## config.mk

```make
export PLATFORM = sky130hd
export DESIGN_NAME = iaba_adapter
export DESIGN_NICKNAME = d
export VERILOG_FILES = /design/src/rtl/iaba_pkg.sv /design/src/rtl/iaba_adapter.sv /design/src/rtl/iaba_shift_reg.sv
export VERILOG_INCLUDE_DIRS = /design/src /design/src/rtl
export SDC_FILE = /design/constraint.sdc
export NUM_CORES = 1
export LEC_CHECK = 0
export ABC_AREA = 0
export BUFFER_PORTS_ARGS = -buffer_cell sky130_fd_sc_hd__buf_2
export CAP_MARGIN = 25
export CORE_MARGIN = 2
export CORE_UTILIZATION = 35
export DETAILED_ROUTE_END_ITERATION = 8
export PLACE_DENSITY = 0.51
export SLEW_MARGIN = 20
export SYNTH_ARGS = -nofsm -noshare
export SYNTH_HDL_FRONTEND = slang
export SYNTH_SLANG_ARGS = --single-unit
export TNS_END_PERCENT = 10
```

## constraint.sdc

```tcl
create_clock -name core_clk -period 2.6 [get_ports core_clk]
set_input_delay 0.26 -clock core_clk [delete_from_list [all_inputs] [get_ports core_clk]]
set_output_delay 0.26 -clock core_clk [all_outputs]
set_load 0.03 [all_outputs]
```

## src/rtl/iaba_regs.svh

```systemverilog
// constants of the interrupt-acknowledge bus adapter
`ifndef IABA_REGS_SVH
`define IABA_REGS_SVH

// ==========================================================
// clock and settling times
`define IABA_CLK_NS       50
`define IABA_SETTLE_NS    1300
`define IABA_T_FIRST_NS   250
`define IABA_T_MID_NS     100
`define IABA_T_LAST_NS    100
`define IABA_CHAIN_MAX    7

// ==========================================================
// shift register layout
`define IABA_SR_W         8
`define IABA_SR_CLR       8'h00
`define IABA_TAP_DATA     3'h6
`define IABA_TAP_RDY      3'h7
`define IABA_DIV_W        4
`define IABA_DIV_RST      4'h0

// ==========================================================
// pin vector layout {sys_reset, ale, ack_n, wr_n, rd_n}
`define IABA_PIN_W        5
`define IABA_PIN_RST      5'h07
`define IABA_PIN_RD       0
`define IABA_PIN_WR       1
`define IABA_PIN_ACK      2
`define IABA_PIN_ALE      3
`define IABA_PIN_SYSRST   4
`define IABA_CNT_W        8
`define IABA_CNT_MAX      8'hff

`endif

```

## src/rtl/iaba_pkg.sv

```systemverilog
// types of the interrupt-acknowledge bus adapter
package iaba_pkg;

  // ==========================================================
  // host side pins, strobes active low except the latch enable
  typedef struct packed {
    logic ale;
    logic ack_n;
    logic wr_n;
    logic rd_n;
  } iaba_host_t;

  // ==========================================================
  // peripheral side strobes, all active low
  typedef struct packed {
    logic address_strobe_n;
    logic data_strobe_n;
    logic periph_ack_level_n;
  } iaba_periph_t;

endpackage

```

## src/rtl/iaba_adapter.sv

```systemverilog
// interrupt-acknowledge adapter between a two-pulse host and a chained bus
//
// Overview of operation
// RULE1: in an acknowledge cycle the data strobe falls only after the chain has had time to settle.
// RULE2: the needed delay is the first-device value plus the last-device value plus a middle value per device between.
// RULE3: for the fast grade the first value is 250 ns and the middle value 100 ns, used in the budget.
// RULE4: the host runs two identical acknowledge cycles two idle clocks apart, with read and write idle.
// RULE5: the acknowledge level toggles on each rising edge of the host acknowledge strobe.
// RULE6: in the second acknowledge cycle the host is held in wait, the data strobe falls after settling, then the wait ends.
// RULE7: with the acknowledge level inactive, the wait count is chosen by the selected tap.
// RULE8: with the level active, ones shift in; the seventh tap lowers the data strobe, the eighth ends the wait.
// RULE9: the full register gives a settling interval above 1300 ns, enough for seven devices.
// RULE10: an optional system reset forces address and data strobes low together.
// RULE11: every peripheral edge is derived from the host strobes, not from any peripheral clock.
// RULE12: peripherals latch the acknowledge level on the address strobe rising edge.
// RULE13: a pending or in-service source holds its chain enable out low; the model has no in-service state and gates the chain on pending only.
// RULE14: the host waits as long as its ready request is low.
// RULE15: the shift register is held clear whenever no host strobe is active.
`timescale 1ns/100ps
`default_nettype none
`include "iaba_regs.svh"

module iaba_adapter
  import iaba_pkg::*;
(
  // clock and reset
  input  wire logic                   core_clk,
  input  wire logic                   rst_n,
  // host pins
  input  wire iaba_host_t             host_pins,
  input  wire logic                   sys_reset,
  // configuration
  input  wire logic                   hw_reset_en,
  input  wire logic [2:0]             wait_tap_sel,
  // peripheral strobes
  output iaba_periph_t                periph_pins,
  // host wait control
  output logic                        host_ready_request
);

  // ==========================================================
  // derived cycle counts, see RULE2, RULE3 and RULE9
  localparam int SETTLE_CYC = `IABA_SETTLE_NS / `IABA_CLK_NS + 1;
  localparam int STEP_CYC   = (SETTLE_CYC + `IABA_TAP_DATA)
                            / (`IABA_TAP_DATA + 1);
  localparam int CHAIN_NS   = `IABA_T_FIRST_NS
                            + (`IABA_CHAIN_MAX - 2) * `IABA_T_MID_NS
                            + `IABA_T_LAST_NS;
  localparam logic [`IABA_DIV_W-1:0] STEP_LAST =
    `IABA_DIV_W'(STEP_CYC - 1);

  // ==========================================================
  // pin synchronisers, a change counts once stages two and three agree
  logic [`IABA_PIN_W-1:0] s1_q, s2_q, s3_q, filt_q, filt_d;
  logic [`IABA_PIN_W-1:0] pins_raw;

  assign pins_raw = {sys_reset, host_pins.ale, host_pins.ack_n,
                     host_pins.wr_n, host_pins.rd_n};

  always_comb begin
    filt_d = (~(s2_q ^ s3_q) & s3_q) | ((s2_q ^ s3_q) & filt_q);
  end

  always_ff @(posedge core_clk) begin
    if (!rst_n) begin
      s1_q   <= `IABA_PIN_RST;
      s2_q   <= `IABA_PIN_RST;
      s3_q   <= `IABA_PIN_RST;
      filt_q <= `IABA_PIN_RST;
    end else begin
      s1_q   <= pins_raw;
      s2_q   <= s1_q;
      s3_q   <= s2_q;
      filt_q <= filt_d;
    end
  end

  logic rd_act, wr_act, ack_act, ale_f, sysrst_f;
  assign rd_act   = !filt_q[`IABA_PIN_RD];
  assign wr_act   = !filt_q[`IABA_PIN_WR];
  assign ack_act  = !filt_q[`IABA_PIN_ACK];
  assign ale_f    = filt_q[`IABA_PIN_ALE];
  assign sysrst_f = filt_q[`IABA_PIN_SYSRST];

  // ==========================================================
  // acknowledge level toggle and step divider
  logic                   ack_prev_q, ack_prev_d;
  logic                   ack_lvl_n_q, ack_lvl_n_d;
  logic [`IABA_DIV_W-1:0] div_q, div_d;
  logic                   strobe_act, ack_rise, shift_en;
  logic [`IABA_SR_W-1:0]  taps;

  assign strobe_act = rd_act | wr_act | ack_act;
  assign ack_rise   = ack_prev_q & !ack_act;
  assign shift_en   = strobe_act && (div_q == STEP_LAST);

  always_comb begin
    ack_prev_d  = ack_act;
    ack_lvl_n_d = ack_lvl_n_q;
    if (ack_rise) begin
      ack_lvl_n_d = !ack_lvl_n_q;  // see RULE5
    end
    if (!strobe_act || div_q == STEP_LAST) begin
      div_d = `IABA_DIV_RST;
    end else begin
      div_d = div_q + `IABA_DIV_W'(1);
    end
  end

  always_ff @(posedge core_clk) begin
    if (!rst_n) begin
      ack_prev_q  <= 1'b0;
      ack_lvl_n_q <= 1'b1;
      div_q       <= `IABA_DIV_RST;
    end else begin
      ack_prev_q  <= ack_prev_d;
      ack_lvl_n_q <= ack_lvl_n_d;
      div_q       <= div_d;
    end
  end

  // held clear while no host strobe is active, see RULE15
  iaba_shift_reg u_sr (
    .core_clk (core_clk),
    .rst_n    (rst_n),
    .clear    (!strobe_act),
    .shift_en (shift_en),
    .taps     (taps)
  );

  // ==========================================================
  // output strobes, all timing taken from host strobes (see RULE11)
  iaba_periph_t periph_d;
  logic         ready_d;
  logic         force_rst;
  logic         ack_mode;

  assign force_rst = hw_reset_en & sysrst_f;
  assign ack_mode  = !ack_lvl_n_q;

  always_comb begin
    periph_d.periph_ack_level_n = ack_lvl_n_q;
    periph_d.address_strobe_n   = !ale_f;
    // data strobe waits for the settling taps, see RULE1 and RULE8
    periph_d.data_strobe_n      = !(ack_mode && ack_act &&
                                    taps[`IABA_TAP_DATA]);
    if (force_rst) begin
      periph_d.address_strobe_n = 1'b0;  // see RULE10
      periph_d.data_strobe_n    = 1'b0;
    end
    if (!strobe_act) begin
      ready_d = 1'b1;
    end else if (ack_mode && ack_act) begin
      ready_d = taps[`IABA_TAP_RDY];  // see RULE6
    end else begin
      ready_d = taps[wait_tap_sel];  // see RULE7
    end
  end

  always_ff @(posedge core_clk) begin
    if (!rst_n) begin
      periph_pins        <= '1;
      host_ready_request <= 1'b1;
    end else begin
      periph_pins        <= periph_d;
      host_ready_request <= ready_d;
    end
  end

  // ==========================================================
  // checks
  logic [`IABA_CNT_W-1:0] settle_cnt_q, settle_cnt_d;

  always_comb begin
    if (!ack_act) begin
      settle_cnt_d = '0;
    end else if (settle_cnt_q == `IABA_CNT_MAX) begin
      settle_cnt_d = settle_cnt_q;
    end else begin
      settle_cnt_d = settle_cnt_q + `IABA_CNT_W'(1);
    end
  end

  always_ff @(posedge core_clk) begin
    if (!rst_n) begin
      settle_cnt_q <= '0;
    end else begin
      settle_cnt_q <= settle_cnt_d;
    end
  end

  localparam int SETTLE_MIN = SETTLE_CYC;
endmodule
`default_nettype wire

```

## src/rtl/iaba_shift_reg.sv

```systemverilog
// wait-state shift register: ones shift in from tap 0 while enabled
`timescale 1ns/100ps
`default_nettype none
`include "iaba_regs.svh"

module iaba_shift_reg (
  // clock and reset
  input  wire logic                   core_clk,
  input  wire logic                   rst_n,
  // control
  input  wire logic                   clear,
  input  wire logic                   shift_en,
  // taps
  output logic [`IABA_SR_W-1:0]       taps
);

  logic [`IABA_SR_W-1:0] taps_d;

  always_comb begin
    if (clear) begin
      taps_d = `IABA_SR_CLR;
    end else if (shift_en) begin
      taps_d = {taps[`IABA_SR_W-2:0], 1'b1};
    end else begin
      taps_d = taps;
    end
  end

  always_ff @(posedge core_clk) begin
    if (!rst_n) begin
      taps <= `IABA_SR_CLR;
    end else begin
      taps <= taps_d;
    end
  end

endmodule
`default_nettype wire

```

-- Yosys cells after proc, flatten, opt, wreduce, memory -nomap -nowiden
Index checks and enable logic that the tools add are counted.
- register bits: 38
- input bits: 11
- output and inout bits: 4
- add/subtract/negate cells: 1
- $lt $le $gt $ge: 1
- equal/unequal tests: 1
- mux-type cells: 4
- bitwise operators: 10
- reductions and logical operators: 13
- operator list (kind ; number):
    $and A5 B5 Y5 ; 2
    $logic_not A1 Y1 ; 7
    $not A5 Y5 ; 1
    $or A5 B5 Y5 ; 1
    $xor A5 B5 Y5 ; 1
    $add A4 B1 Y4 const B ; 1
    $eq A4 B2 Y1 const B ; 1
    $lt A3 B4 Y1 const B ; 1
    $bmux W1 S3 ; 1
    $logic_and A1 B1 Y1 ; 3
    $and A1 B1 Y1 ; 2
    $mux W1 ; 2
    $mux W2 ; 1
    $or A1 B1 Y1 ; 2
    $reduce_and A2 Y1 ; 1
    $reduce_or A2 Y1 ; 1
    $logic_or A1 B1 Y1 ; 1
    $not A1 Y1 ; 1

-- Logic depth before layout (Yosys ltp)
Gate-level depths: netlist of run 1.
- word-level depth: 6
- depth in mapped cells: 5

-- Hierarchy
Synthesis of run 1 repeated with hierarchy kept, for this count alone.
- cells, all modules: 124
- area, all modules: 1298.7 um^2
- modules (own cells, without submodules) (module ; times used ; cells each ; area an instance (um^2) ; seq. area each (um^2)):
    iaba_adapter ; 1 ; 97 ; 1012.2 ; 600.6
    iaba_shift_reg ; 1 ; 27 ; 286.5 ; 160.2

-- Least setup slack after synthesis of run 1
OpenSTA, ideal clock, no wires.
- path type: register -> register
- from: register div_q[0]
- to: register u_sr.taps[1]
- arrival time: 1141 ps
- required time: 2481 ps
- setup slack: 1340 ps
- stages on the path, launching flop included: 5
- path buffers: 0
- period minus slack after synthesis: 1260 ps
- cell sequence: dfxtp_1 -> ha_1 -> nor3b_2 -> nand2_1 -> o221a_2
- longest elaborated chain between the ends: 2
- ends and longest elaborated chain (item ; line ; RTL):
    start: declaration ; iaba_adapter.sv:89 ; logic [`IABA_DIV_W-1:0] div_q, div_d;
    start signal: assignment ; iaba_adapter.sv:114 ; div_q <= `IABA_DIV_RST;
    start signal: assignment ; iaba_adapter.sv:118 ; div_q <= div_d;
    $eq A4 B2 Y1 ; iaba_adapter.sv:95 ; assign shift_en = strobe_act && (div_q == STEP_LAST);
    $logic_and A1 B1 Y1 ; iaba_adapter.sv:95 ;
    end signal: assignment ; iaba_shift_reg.sv:31 ; taps <= `IABA_SR_CLR;
    end signal: assignment ; iaba_shift_reg.sv:33 ; taps <= taps_d;
    end: declaration ; iaba_shift_reg.sv:14 ; output logic [`IABA_SR_W-1:0] taps
No other way between the ends.
A chain may end at the register's enable or synchronous reset.

-- Worst setup path in the final report of run 1
- from: register div_q[0]
- to: register u_sr.taps[3]
Same word-level chain as after synthesis.

==> flow_summary.json, run 1 <==
{
  "status": "finished, final reports clean",
  "layout-drive-gt1-share_pct": 24.1,
  "synth-seq-area-share_pct": 60.1,
  "pwr-share-seq_pct": 64.2,
  "synth_compound_area_share_pct": 13.6,
  "hold_buffers": 0,
  "antenna_found_initial": 0,
  "synth_top_family_by_area": "simple AND/OR/NAND/NOR gates",
  "finClkSkew_ns": 0.00634,
  "cts_root_buf": "clkbuf_4",
  "cts.sink_count": 38,
  "period_share_pct": 56.1,
  "synth_cell_types": 27,
  "min_from": "host_pins[0]",
  "leakage_nw": 0.537,
  "pwr-share-clk_pct": 33.1,
  "netlist_area_um2": 1270,
  "synthCells": 115,
  "grt_pass1_wl_um": 3440,
  "dpl.hpwl_um": 1270,
  "clock_latency_ns": 0.33,
  "finalPower_w": 0.000926,
  "coreArea_um2": 3420,
  "synth_area_leaders": "dfxtp_1 (60%), o221a_2 (5.3%), nand2b_1 (4.9%), and2_1 (4.0%), o21ai_0 (3.2%)",
  "final_common_cell": "dfxtp_1",
  "drv_cap": 0,
  "area_growth_pct": 13.4,
  "reg2reg_from": "div_q[0]$_SDFF_PP0_",
  "p_comb_share_pct": 2.7,
  "post-cts-setup-buffers": 0,
  "layout.nets": 144,
  "crit_start": "div_q[0]$_SDFF_PP0_",
  "maxSlewHeadroom_pct": 73.7,
  "synth_seq_cells": 38,
  "arrival_ns": 1.69,
  "yosysTopAreaCell": "dfxtp_1",
  "ioPinCount": 15,
  "yosys.area_share.simple_pct": 18.1,
  "required_ns": 2.84,
  "grt_pass1_vias": 816,
  "rsz0062_at_grt": "false",
  "worst_slew_pin_slew_ns": 0.394,
  "postRouteAntennaNets": 0,
  "cts_inserted_buffers": 5,
  "ys.warnings.count": 0,
  "antennaDiodeCount": 0,
  "setup_viol": 0,
  "avgSynthCellArea_um2": 11.0,
  "post-route-drc-count": 0,
  "path_max_fanout": 13,
  "fmax_mhz": 686,
  "die_area_um2": 4110,
  "grt_use_total_pct": 11.2,
  "gr-total-overflow": 0,
  "synth_fa_ha_area_share_pct": 0.988,
  "place_congestion": 0.727,
  "start_util_pct": 37.1,
  "start_kind": "flop",
  "synth_fp_nets": 127,
  "clk_pin_slew_worst_paths_ns": 0.11,
  "power.switching_w": 0.000190,
  "p_int_w": 0.000736,
  "avgRoutedWirePerCell_um": 10.5,
  "hold_viol": 0,
  "vdd_ir_drop_max_v": 0.000333,
  "synthMuxAreaShare_pct": 3.56,
  "end_kind": "flop",
  "netSwitchingFraction_pct": 20.5,
  "clock_path_buffers": 2,
  "drt-total-wl_um": 1890,
  "fill_cells": 349,
  "h-tree-depth": 2,
  "first_pass_iters": 4,
  "cts_tree": "yes",
  "drt_iter0_drc": 20,
  "period_minus_slack_ns": 1.46,
  "drv_slew": 0,
  "p_per_area_nw_per_um2": 645,
  "post_cts_resized": 0,
  "rows": 21,
  "tns_ns": 0,
  "vias_per_cell": 4.67,
  "io_buffers": 14,
  "die_w_um": 64.1,
  "hold_class": "in2reg",
  "synthDominantCellAreaShare_pct": 60.1,
  "yosys.area_share.xor_xnor_pct": 1.38,
  "critPathKind": "reg2reg",
  "final_cell_mix": "dfxtp_1 (38), buf_2 (14), nand2b_1 (10)",
  "vias": 836,
  "die_h_um": 64.1,
  "grt_max_degree": 28
}
-- metrics by stage --
stage / setup WS, ns / cell area, um2 / hold slack [ns] / instances / utilization [%]
global placement: 1.23 / 1380 / 0.390 / 171 / 40.3
detailed placement: 1.17 / 1380 / 0.394 / 171 / 40.3
floorplan: 1.34 / 1270 / 0.333 / 115 / -
global route: 1.04 / 1440 / 0.0695 / 179 / 42.1
finish: 1.14 / 1440 / 0.102 / 179 / 42.1
CTS: 1.15 / 1440 / 0.0823 / 179 / 42.1
-- synthesized netlist by cell type --
master	instances
clkbuf_1	2
inv_1	1
o311ai_1	1
dfxtp_1	38
mux4_2	1
a211oi_1	1
xor2_1	1
buf_2	2
buf_4	1
xnor2_1	1
a21oi_1	5
o32ai_1	1
o21ai_0	8
a21boi_0	2
o221a_2	6
nor2_1	7
nor3_1	3
nand2_1	5
nor3b_2	1
nor3b_1	2
and2_1	8
nor2b_1	2
ha_1	1
nand3_1	2
mux2_2	2
nand2b_1	10
and3_1	1
-- final cells by class --
cell class                 count  area, um2  share of cell area (%)
clock inverter                 1       5.00                   0.348
sequential                    38        761                    53.0
timing repair buffer          15       77.6                    5.40
multi-input combinational     71        477                    33.2
clock buffer                   7       55.1                    3.83
tap                           46       57.6                    4.01
inverter                       1       3.75                   0.261
-- cell families (layout without fill, tap and decap cells) --
kind of cell,count (synthesis),in the layout
AO/OA/AOI/OAI,24,24
buffers and inverters,6,24
adder cells (fa/ha/maj),1,1
AND/OR/NAND/NOR,41,41
multiplexers,3,3
XOR/XNOR,2,2
flip-flops,38,38
-- power by group through the flow --
stage                     sequential, W  combinational (W)  clock, W
after floorplan                0.000608          0.0000137         0
after global placement         0.000608          0.0000245         0
after detailed placement       0.000609          0.0000253         0
after CTS                      0.000595          0.0000254  0.000325
after global routing           0.000597          0.0000285  0.000361
final                          0.000595          0.0000248  0.000307
-- path summary, 6_finish.rpt --
check	endpoint	slack, ns	depth (start not counted)
worst max register to register	u_sr.taps[3]$_SDFFE_PN0P_	1.14	5
worst max-delay path	u_sr.taps[3]$_SDFFE_PN0P_	1.14	5
worst min-delay path	s1_q[0]$_SDFF_PN1_	0.10	2
worst min register to register	s2_q[1]$_SDFF_PN1_	0.42	1
-- critical path: stages, from the launching register on --
cell and delay, ns:
dfxtp_1 0.38, ha_1 0.19, nor3b_2 0.16, buf_4 0.20
nand2_1 0.15, o221a_2 0.28
-- metal layers --
layer	global-route usage, %	vias to the layer above	share of wire [%]
met2	18.2	17	45
met5	0	-	0
met1	12.1	382	47
met4	5.59	0	2.3
met3	5.28	5	6.3
li1	-	432	-
(Power assumes the default switching activity.)
==> run 2: changes to the inputs <==
PLACE_DENSITY = 0.53   (was 0.51)
clock period = 1.3 ns   (was 2.6 ns; I/O delays follow)
==> run 2 against run 1 <==
Effect of this change: clock power rose by 110%; first-iteration DRC count rose by 20%; fmax rose by 16%; sequential share of layout area fell by 3.6 points; cell count rose by 5.0%; design area rose by 7.8%; global-route usage rose by 0.39 points; register-to-register slack got worse by 1.1 ns; non-clock buffer count rose by 9; worst hold slack got worse by 0.018 ns; core utilization rose by 3.3 points; die area did not move; critical path type unchanged; critical endpoint is now u_sr.taps[1]$_SDFFE_PN0P_; largest cell class unchanged; largest power group unchanged; highest routed layer unchanged.
==> flow_summary.json, run 2 (synthesis gave the netlist of run 1 again) <==
{
  "end_kind": "flop",
  "layout.nets": 153,
  "finClkSkew_ns": 0.0105,
  "drt_iter0_drc": 24,
  "coreArea_um2": 3420,
  "final_util_pct": 45.3,
  "period_minus_slack_ns": 1.25,
  "h-tree-depth": 2,
  "cts_root_buf": "clkbuf_4",
  "clock_path_buffers": 2,
  "rows": 21,
  "required_ns": 1.54,
  "r2r_setup_slack_ns": 0.05,
  "dpl.hpwl_um": 1310,
  "path_max_fanout": 6,
  "antennaDiodeCount": 0,
  "arrival_ns": 1.49,
  "tns_ns": 0,
  "min_path_cells": 3,
  "cts_tree": "yes",
  "min_to": "periph_pins[2]$_SDFF_PN1_",
  "fmax_mhz": 798,
  "cts_inserted_buffers": 5,
  "status": "finished, final reports clean",
  "finalPower_w": 0.00189,
  "grt_use_total_pct": 11.6,
  "vdd_ir_drop_max_v": 0.000623,
  "area_growth_pct": 22.2,
  "r2r_end": "u_sr.taps[1]$_SDFFE_PN0P_",
  "hold_viol": 0,
  "avgRoutedWirePerCell_um": 10.3,
  "drv_slew": 0,
  "start_kind": "flop",
  "final_cell_mix": "dfxtp_1 (36), buf_2 (14), nand2b_1 (10)",
  "period_share_pct": 96.4,
  "clk_pin_slew_worst_paths_ns": 0.11,
  "vias": 872,
  "min_from": "hw_reset_en",
  "gr-total-overflow": 0,
  "die_h_um": 64.1,
  "drv_cap": 0,
  "critPathKind": "reg2reg",
  "worst_slew_pin_slew_ns": 0.257,
  "antenna_found_initial": 0,
  "worstRegToRegCells": 4,
  "hold_class": "in2reg",
  "start_util_pct": 37.1,
  "layout-drive-gt1-share_pct": 28.9,
  "reg2reg_from": "div_q[0]$_SDFF_PP0_",
  "crit_start": "div_q[0]$_SDFF_PP0_",
  "die_area_um2": 4110,
  "final_common_cell": "dfxtp_1",
  "grt_pass1_vias": 867,
  "rsz0062_at_grt": "false",
  "grt_pass1_wl_um": 3480,
  "vias_per_cell": 4.64,
  "ioPinCount": 15,
  "clock_latency_ns": 0.34,
  "setup_viol": 0,
  "post-route-drc-count": 0,
  "grt_max_degree": 26,
  "p_per_area_nw_per_um2": 1220,
  "io_buffers": 14,
  "drt-total-wl_um": 1930,
  "leakage_nw": 0.574,
  "postRouteAntennaNets": 0,
  "first_pass_iters": 4,
  "place_congestion": 0.714,
  "cts.sink_count": 38,
  "die_w_um": 64.1,
  "maxSlewHeadroom_pct": 82.8
}
-- run 2: stage by stage --
| step | instance area, um2 | hold slack, ns | cells | setup slack (ns) |
|---|---|---|---|---|
| floorplan | 1270 | 0.203 | 115 | 0.0402 |
| global placement | 1400 | 0.311 | 174 | 0.0301 |
| detailed placement | 1400 | 0.313 | 174 | -0.0852 |
| CTS | 1540 | 0.0701 | 188 | 0.00187 |
| global route | 1550 | 0.0746 | 188 | 0.00110 |
| finish | 1550 | 0.0843 | 188 | 0.0473 |
-- run 2: cell type report --
class                   instances  area (um2)
clock buffers                   6        51.3
clock inverters                 2        12.5
fillers                       337        1870
inverters                       1        3.75
multi-input cells              71         498
flip-flops and latches         38         763
well taps                      46        57.6
repair buffers                 24         161
-- run 2: timing repair --
item	in CTS	in global routing
pin swaps	1	3
setup buffers	1	0
endpoints found under the setup margin	7	7
resized for setup	5	2
hold endpoints to repair	5	0
hold buffers	5	0
-- run 2: worst max-delay path by stage --
stage / to / slack (ns) / depth (start not counted)
final: u_sr.taps[1]$_SDFFE_PN0P_ / 0.05 / 4
after floorplan: u_sr.taps[1]$_SDFFE_PN0P_ / 0.04 / 4
after global routing: u_sr.taps[1]$_SDFFE_PN0P_ / 0.001 / 4
after CTS: u_sr.taps[4]$_SDFFE_PN0P_ / 0.002 / 4
after detailed placement: u_sr.taps[5]$_SDFFE_PN0P_ / -0.09 / 4
after global placement: u_sr.taps[2]$_SDFFE_PN0P_ / 0.03 / 4
-- run 2: where the power goes --
group | internal [W] | leakage, nW | switching [W]
clock | 0.000260 | 0.0343 | 0.000378
sequential | 0.00118 | 0.310 | 0.00000680
combinational | 0.0000393 | 0.229 | 0.0000247
total | 0.00148 | 0.574 | 0.000410
-- run 2: metal layers --
layer  vias up  wire, um  GRT usage [%]
li1        451         -              -
met1       396       882           10.6
met2        19       892           19.7
met3         6       109           7.04
met4         0        49           6.38
met5         -         0              0
-- run 2: worst max-delay path, stage by stage (launching register included) --
cell,delay [ns]
dfxtp_2,0.37
ha_4,0.14
nor3b_4,0.24
nand2_2,0.14
o221a_2,0.26
